`config.mk`:
```
export PLATFORM = sky130hd
export DESIGN_NAME = epp_host
export DESIGN_NICKNAME = d
export VERILOG_FILES = /design/src/epp_pkg.sv /design/src/epp_host.sv /design/src/epp_timer.sv
export VERILOG_INCLUDE_DIRS = /design/src /design/src/src
export SDC_FILE = /design/constraint.sdc
export NUM_CORES = 1
export LEC_CHECK = 0
export BUFFER_PORTS_ARGS = -buffer_cell sky130_fd_sc_hd__buf_2
export CORE_MARGIN = 3
export CORE_UTILIZATION = 55
export CTS_CLUSTER_SIZE = 28
export DETAILED_ROUTE_END_ITERATION = 10
export HOLD_SLACK_MARGIN = 0.12
export PLACE_DENSITY = 0.81
export SLEW_MARGIN = 20
export SYNTH_ARGS = -nofsm -noshare
export SYNTH_HDL_FRONTEND = slang
export SYNTH_HIERARCHICAL = 1
export SYNTH_SLANG_ARGS = --single-unit
```
`constraint.sdc`:
```
create_clock -name ref_clk -period 7.2 [get_ports ref_clk]
set_input_delay 0.72 -clock ref_clk [delete_from_list [all_inputs] [get_ports ref_clk]]
set_output_delay 0.72 -clock ref_clk [all_outputs]
set_load 0.03 [all_outputs]
```
`src/epp_defs.svh`:
```
`ifndef EPP_DEFS_SVH
`define EPP_DEFS_SVH

`define EPP_ADDR_W 13
`define EPP_DATA_W 8
`define EPP_PROT_ADDR_BIT 4
`define EPP_PVFY_ADDR_BIT 6
`define EPP_PROT_DATA_BIT 7
`define EPP_CLK_NS 10
`define EPP_SETUP_NS 2000
`define EPP_SETUP_CYC ((`EPP_SETUP_NS + `EPP_CLK_NS - 1) / `EPP_CLK_NS)
`define EPP_HOLD_NS 2000
`define EPP_HOLD_CYC ((`EPP_HOLD_NS + `EPP_CLK_NS - 1) / `EPP_CLK_NS)
`define EPP_PULSE_US 1000
`define EPP_PULSE_CYC (`EPP_PULSE_US * 1000 / `EPP_CLK_NS)
`define EPP_RD_NS 150
`define EPP_RD_CYC ((`EPP_RD_NS + `EPP_CLK_NS - 1) / `EPP_CLK_NS)
`define EPP_ERASED_BYTE 8'hff

`endif

```
`src/epp_pkg.sv`:
```
`default_nettype none
package epp_pkg;
  typedef enum logic [2:0] {
    EPP_CMD_PROGRAM,
    EPP_CMD_VERIFY,
    EPP_CMD_READ,
    EPP_CMD_PROTECT,
    EPP_CMD_PROT_VERIFY
  } epp_cmd_e;

  typedef enum {
    EPP_ST_IDLE,
    EPP_ST_SETUP,
    EPP_ST_PULSE,
    EPP_ST_HOLD,
    EPP_ST_DONE
  } epp_state_e;
endpackage
`default_nettype wire

```
`src/epp_host.sv`:
```
`include "epp_defs.svh"
`default_nettype none
// Operation
// - Program: byte on data lines, high supply, pulse program strobe low
// - Program mode: select low, read strobe high, test, clock, reset low
// - Verify: select low, strobe high, supply on, pulse read strobe low
// - Read: select low, pulse read strobe, device returns addressed byte
// - Protect: select, strobes, address bit 4 high, test high, pulse bit 7
// - Protect verify: select, read low, address bit 6 low, bit 7 reports
// - Order: erase, program, verify, protect, then verify protect
// - Writing zeroes into unused locations is recommended
module epp_host
  import epp_pkg::*;
#(
  parameter int SETUP_CYC = `EPP_SETUP_CYC,
  parameter int HOLD_CYC = `EPP_HOLD_CYC,
  parameter int PULSE_CYC = `EPP_PULSE_CYC,
  parameter int RD_CYC = `EPP_RD_CYC
)
(
  input wire logic ref_clk,
  input wire logic nrst,
  input wire logic cmd_valid,
  input wire epp_cmd_e cmd_op,
  input wire logic [`EPP_ADDR_W-1:0] cmd_addr,
  input wire logic [`EPP_DATA_W-1:0] cmd_data,
  output logic cmd_ready,
  output logic rsp_valid,
  output logic [`EPP_DATA_W-1:0] rsp_data,
  output logic rsp_match,
  output logic chip_select_n,
  output logic read_strobe_n,
  output logic program_strobe_n,
  output logic prog_supply_on,
  output logic test_mode_select,
  output logic test_mode_high_v,
  output logic clock_in,
  output logic device_reset_pin,
  output logic [`EPP_ADDR_W-1:0] byte_address_lines,
  output logic [`EPP_DATA_W-1:0] byte_data_out,
  output logic [`EPP_DATA_W-1:0] byte_data_oe,
  input wire logic [`EPP_DATA_W-1:0] byte_data_in
);
  localparam int TW = 24;
  epp_state_e state_reg;
  epp_cmd_e op_reg;
  logic [`EPP_DATA_W-1:0] wdata_reg;
  logic tmr_load;
  logic [TW-1:0] tmr_count;
  logic tmr_done;
  logic rd_op;
  logic vfy_ok_reg;

  epp_timer #(.W(TW)) u_timer (
    .ref_clk(ref_clk),
    .nrst(nrst),
    .load(tmr_load),
    .count(tmr_count),
    .expired(tmr_done)
  );

  assign rd_op = (op_reg == EPP_CMD_VERIFY) || (op_reg == EPP_CMD_READ) ||
                 (op_reg == EPP_CMD_PROT_VERIFY);

  always_comb
  begin
    tmr_load = 1'b0;
    tmr_count = '0;
    unique case (state_reg)
      EPP_ST_IDLE:
      begin
        tmr_load = cmd_valid;
        tmr_count = TW'(SETUP_CYC);
      end
      EPP_ST_SETUP:
      begin
        tmr_load = tmr_done;
        tmr_count = rd_op ? TW'(RD_CYC) : TW'(PULSE_CYC);
      end
      EPP_ST_PULSE:
      begin
        tmr_load = tmr_done;
        tmr_count = TW'(HOLD_CYC);
      end
      EPP_ST_HOLD, EPP_ST_DONE:
      begin
        tmr_load = 1'b0;
        tmr_count = '0;
      end
    endcase
  end

  always_ff @(posedge ref_clk or negedge nrst)
  begin
    if (!nrst)
      state_reg <= EPP_ST_IDLE;
    else
    begin
      unique case (state_reg)
        EPP_ST_IDLE:
          if (cmd_valid)
            state_reg <= EPP_ST_SETUP;
        EPP_ST_SETUP:
          if (tmr_done)
            state_reg <= EPP_ST_PULSE;
        EPP_ST_PULSE:
          if (tmr_done)
            state_reg <= EPP_ST_HOLD;
        EPP_ST_HOLD:
          if (tmr_done)
            state_reg <= EPP_ST_DONE;
        EPP_ST_DONE:
          state_reg <= EPP_ST_IDLE;
      endcase
    end
  end

  always_ff @(posedge ref_clk or negedge nrst)
  begin
    if (!nrst)
    begin
      op_reg <= EPP_CMD_READ;
      wdata_reg <= `EPP_ERASED_BYTE;
      byte_address_lines <= '0;
    end
    else if (state_reg == EPP_ST_IDLE && cmd_valid)
    begin
      op_reg <= cmd_op;
      // Zero fill of unused bytes is an ordinary program of 8'h00
      wdata_reg <= cmd_data;
      byte_address_lines <= cmd_addr;
      if (cmd_op == EPP_CMD_PROTECT)
        byte_address_lines[`EPP_PROT_ADDR_BIT] <= 1'b1;
      if (cmd_op == EPP_CMD_PROT_VERIFY)
        byte_address_lines[`EPP_PVFY_ADDR_BIT] <= 1'b0;
    end
  end

  // Pin levels per mode; outside a cycle the port rests in output disable
  always_ff @(posedge ref_clk or negedge nrst)
  begin
    if (!nrst)
    begin
      chip_select_n <= 1'b1;
      read_strobe_n <= 1'b1;
      program_strobe_n <= 1'b1;
      prog_supply_on <= 1'b0;
      test_mode_select <= 1'b0;
      test_mode_high_v <= 1'b0;
      byte_data_out <= '0;
      byte_data_oe <= '0;
    end
    else
    begin
      if (state_reg == EPP_ST_IDLE || state_reg == EPP_ST_DONE)
      begin
        chip_select_n <= 1'b1;
        read_strobe_n <= 1'b1;
        program_strobe_n <= 1'b1;
        prog_supply_on <= 1'b0;
        test_mode_select <= 1'b0;
        test_mode_high_v <= 1'b0;
        byte_data_oe <= '0;
      end
      else
      begin
        unique case (op_reg)
          EPP_CMD_PROGRAM:
          begin
            chip_select_n <= 1'b0;
            read_strobe_n <= 1'b1;
            prog_supply_on <= 1'b1;
            test_mode_select <= 1'b0;
            test_mode_high_v <= 1'b0;
            byte_data_out <= wdata_reg;
            byte_data_oe <= '1;
            // Pulse only this strobe; select stays low throughout
            program_strobe_n <= (state_reg != EPP_ST_PULSE);
          end
          EPP_CMD_VERIFY, EPP_CMD_READ:
          begin
            chip_select_n <= 1'b0;
            program_strobe_n <= 1'b1;
            prog_supply_on <= (op_reg == EPP_CMD_VERIFY);
            test_mode_select <= 1'b0;
            test_mode_high_v <= 1'b0;
            byte_data_oe <= '0;
            read_strobe_n <= (state_reg != EPP_ST_PULSE);
          end
          EPP_CMD_PROTECT:
          begin
            chip_select_n <= 1'b1;
            read_strobe_n <= 1'b1;
            program_strobe_n <= 1'b1;
            prog_supply_on <= 1'b1;
            test_mode_select <= 1'b1;
            test_mode_high_v <= 1'b1;
            byte_data_oe <= '1;
            byte_data_out <= '1;
            byte_data_out[`EPP_PROT_DATA_BIT] <=
              !(state_reg == EPP_ST_PULSE && vfy_ok_reg);
          end
          EPP_CMD_PROT_VERIFY:
          begin
            chip_select_n <= 1'b0;
            read_strobe_n <= 1'b0;
            program_strobe_n <= 1'b1;
            prog_supply_on <= 1'b0;
            test_mode_select <= 1'b1;
            test_mode_high_v <= 1'b1;
            byte_data_oe <= '0;
          end
        endcase
      end
    end
  end

  // Clock and reset pins of the device stay low in every mode
  always_ff @(posedge ref_clk or negedge nrst)
  begin
    if (!nrst)
    begin
      clock_in <= 1'b0;
      device_reset_pin <= 1'b0;
    end
    else
    begin
      clock_in <= 1'b0;
      device_reset_pin <= 1'b0;
    end
  end

  // Sample at the end of the strobe, after output enable time has run
  always_ff @(posedge ref_clk or negedge nrst)
  begin
    if (!nrst)
    begin
      rsp_valid <= 1'b0;
      rsp_data <= '0;
      rsp_match <= 1'b0;
    end
    else
    begin
      rsp_valid <= (state_reg == EPP_ST_HOLD) && tmr_done;
      if (state_reg == EPP_ST_PULSE && tmr_done && rd_op)
      begin
        rsp_data <= byte_data_in;
        // Protected parts read back as floating; rsp_match compares with wdata_reg
        rsp_match <= (byte_data_in == wdata_reg);
      end
      else if (state_reg == EPP_ST_PULSE && tmr_done)
      begin
        rsp_data <= '0;
        rsp_match <= (op_reg != EPP_CMD_PROTECT) || vfy_ok_reg;
      end
    end
  end

  // Protect is only pulsed after a matching verify with no program since;
  // only the latest verify counts, so the caller still verifies every byte
  always_ff @(posedge ref_clk or negedge nrst)
  begin
    if (!nrst)
      vfy_ok_reg <= 1'b0;
    else if (state_reg == EPP_ST_PULSE && tmr_done)
    begin
      if (op_reg == EPP_CMD_VERIFY)
        vfy_ok_reg <= (byte_data_in == wdata_reg);
      else if (op_reg == EPP_CMD_PROGRAM)
        vfy_ok_reg <= 1'b0;
    end
  end

  always_ff @(posedge ref_clk or negedge nrst)
  begin
    if (!nrst)
      cmd_ready <= 1'b0;
    else
      cmd_ready <= (state_reg == EPP_ST_DONE) ||
                   (state_reg == EPP_ST_IDLE && !cmd_valid);
  end
endmodule
`default_nettype wire

```
`src/epp_timer.sv`:
```
`default_nettype none
module epp_timer
#(
  parameter int W = 24
)
(
  input wire logic ref_clk,
  input wire logic nrst,
  input wire logic load,
  input wire logic [W-1:0] count,
  output logic expired
);
  logic [W-1:0] cnt_reg;

  always_ff @(posedge ref_clk or negedge nrst)
  begin
    if (!nrst)
      cnt_reg <= '0;
    else if (load)
      cnt_reg <= count;
    else if (cnt_reg != '0)
      cnt_reg <= cnt_reg - 1'b1;
  end

  // Must not look at load: the caller derives load from this flag
  assign expired = (cnt_reg == '0);
endmodule
`default_nettype wire

```
==> out/metrics.yaml <==
status: "completed"
synth_edf_count: 0
setup_viol: 0
netlist_area_sq_um: 3970
start_util_pct: 57.4
cts_tree: "done"
postCtsSetupRepairBufs: 0
min_period_ps: 3360
synth_cells: 370
cts_root_buf: "clkbuf_8"
ir_drop_uv: 142
cts_hold_buf: 0
final_hold_viol_count: 0
grt.busiest_layer: "met2"
synth_top_flop_cell: "dfrtp_1"
die_area_sq_um: 8270
cts-buffers-inserted: 9
via_per_inst: 5.42
nFillCells: 570
synth_top_area_share_pct: 41.0
crit_arrival_ps: 3600
cts_resized: 0
cts_buffer_depth: 2
power_density_nw_per_um2: 246
clkTransAtPathRegs_ps: 80
grt_pass1_wl_um: 13600
core_region_area_sq_um: 6910
cp_top_family: "simple AND/OR/NAND/NOR gates"
met1_usage_pct: 25.3
drt_first_pass_iters: 4
slowest_delay_ps: 460
io_pins: 83
worst-path-buf-inv: 2
drt-initial-drc-count: 178
antenna_found_initial: 0
reg2reg_slack_ps: 3840
yosys_warnings: 6
gr-usage-met2_pct: 33.8
r2r_cells: 9
min_from: "byte_address_lines[10]"
fin_tns_setup_ps: 0
core.rowCount: 30
slew-limit-headroom_pct: 37.3
fmax_ghz: 0.297
post_drt_wl_per_cell_um: 14.7
timing.final.crit_share_pct: 46.7
vias: 2967
end_kind: "flop"
synth_common_cells: "dfrtp_1 (65), nor2_1 (38), nand2_1 (23)"
diodes: 0
slew_violations: 0
drc: 0
wirelength_um: 8050
grt_pass1_vias: 2909
dp_hpwl_um: 5750
rsz0062_at_grt: "no"
grt_max_degree: 78
cp-start-kind: "flop"
fin_skew_ps: 5.84
clock_latency_ps: 350
hold_ws_ps: 487
largest_reg_flops: 24
regArea_sq_um: 1940
yosys.area.top_type: "dfrtp_1"
ys_types: 61
required_ps: 7440
whs_path_depth: 1
slowest_stage: "nor2_1"
nets: 483
r2r-start: "u_timer/cnt_reg[16]"
cp_max_fo: 35
synth_most_common_cell: "dfrtp_1"
ys_ff_latch: 77
multi_input_area_sq_um: 1850
drive_gt1_share_pct: 31.5
synth.avg_cell_area_sq_um: 10.7
seq_area_frac_synth_pct: 49.0
hold_path.class: "flop to flop"
gp_congestion: 0.921
syn2layout_area_growth_pct: 16.2
gr-usage-met3_pct: 3.58
worst_pin_slew_ps: 940
cts.sinks: 77
r2r-end: "u_timer/cnt_reg[12]"
synthTopCellsByArea: "dfrtp_1 (41%), dfstp_2 (7.9%), xor2_1 (4.9%)"
crit_type: "flop to flop"
ant_nets: 0
max-cap-violations: 0
port_buffers: 80
async_reset_ff_share_pct: 100
die_x_um: 90.9
crit_chain: "nor4_1 -> nand4b_1 -> nor2_1 -> nor2b_1 -> a22oi_1 -> o32ai_2 -> buf_4 -> inv_1 -> mux2_2"
htree_levels: 3
die_h_um: 90.9
gr-total-overflow: 0
p_leak_nw: 2.08
hold-path-endpoint: "byte_address_lines[10]"
groute.usage.overall_pct: 20.3
per-stage QoR:
stage | worst slack, ps | total power [mW] | std cells | cell area, sq um | utilization (%)
floorplan | 4570 | 0.682 | 384 | 4020 | -
global placement | 4080 | 0.733 | 531 | 4360 | 63.2
detailed placement | 3900 | 0.743 | 531 | 4360 | 63.2
CTS | 3860 | 1.14 | 547 | 4610 | 66.8
global route | 3510 | 1.19 | 547 | 4610 | 66.8
finish | 3840 | 1.13 | 547 | 4610 | 66.8
report_power, final:
group | leakage (nW) | switching [mW] | internal [mW]
combinational | 1.04 | 0.122 | 0.0770
clock | 0.120 | 0.164 | 0.232
sequential | 0.916 | 0.0528 | 0.484
layer usage:
layer  share of wire, %  wire, um  vias up
met3                4.7       378       20
met1                 43      3480     1431
met2                 50      3990       81
met4                2.5       201        0
met5                  0         0        -
li1                   -         -     1435
cell families (layout without fill, tap and decap cells):
logic type      Yosys count  after routing  synth area share [%]
simple gates            118            118                  17.0
flops                    77             77                  49.0
compound gates           73             73                  11.7
buf+inv                  41            108                  6.03
mux                      31             31                  9.59
xor+xnor                 27             27                  5.96
fa+ha+maj                 2              2                 0.631
other cells               1             15                0.0945
worst max path at each step:
stage                              startpoint             endpoint  slack (ps)  cells after the start
after floorplan            u_timer/cnt_reg[6]  u_timer/cnt_reg[10]        4570                     10
after global placement    u_timer/cnt_reg[16]  u_timer/cnt_reg[14]        4080                      9
after detailed placement  u_timer/cnt_reg[16]  u_timer/cnt_reg[12]        3900                      9
after CTS                 u_timer/cnt_reg[16]  u_timer/cnt_reg[12]        3860                      9
after global routing      u_timer/cnt_reg[16]  u_timer/cnt_reg[14]        3510                      9
final                     u_timer/cnt_reg[16]  u_timer/cnt_reg[12]        3840                      9
cell type report:
cell class	count	share of cell area, %
multi-input combinational	266	40.0
tap	96	2.61
clock inverter	7	2.69
sequential	77	42.1
timing repair buffer	82	9.06
clock buffer	9	2.69
inverter	10	0.814
cells in the final DEF (no fill, tap or decap), drive strengths merged, types with 3 or more instances in the layout:
| master | instances |
|---|---|
| clkbuf | 9 |
| o21ai | 23 |
| a22o | 8 |
| nand2 | 23 |
| nor2b | 5 |
| dfstp | 12 |
| a21oi | 15 |
| conb | 15 |
| o31ai | 8 |
| or4 | 6 |
| mux2 | 26 |
| nor3 | 6 |
| xnor2 | 5 |
| xor2 | 22 |
| o211ai | 3 |
| dfrtp | 65 |
| nand3 | 7 |
| buf | 82 |
| nor2 | 39 |
| or3 | 4 |
| bufinv | 3 |
| inv | 10 |
| nor3b | 4 |
| a31oi | 4 |
| and3 | 4 |
| clkinv | 3 |
| nor4b | 3 |
| nor4 | 7 |
| mux2i | 5 |
Power figures use the tool's default switching activity.
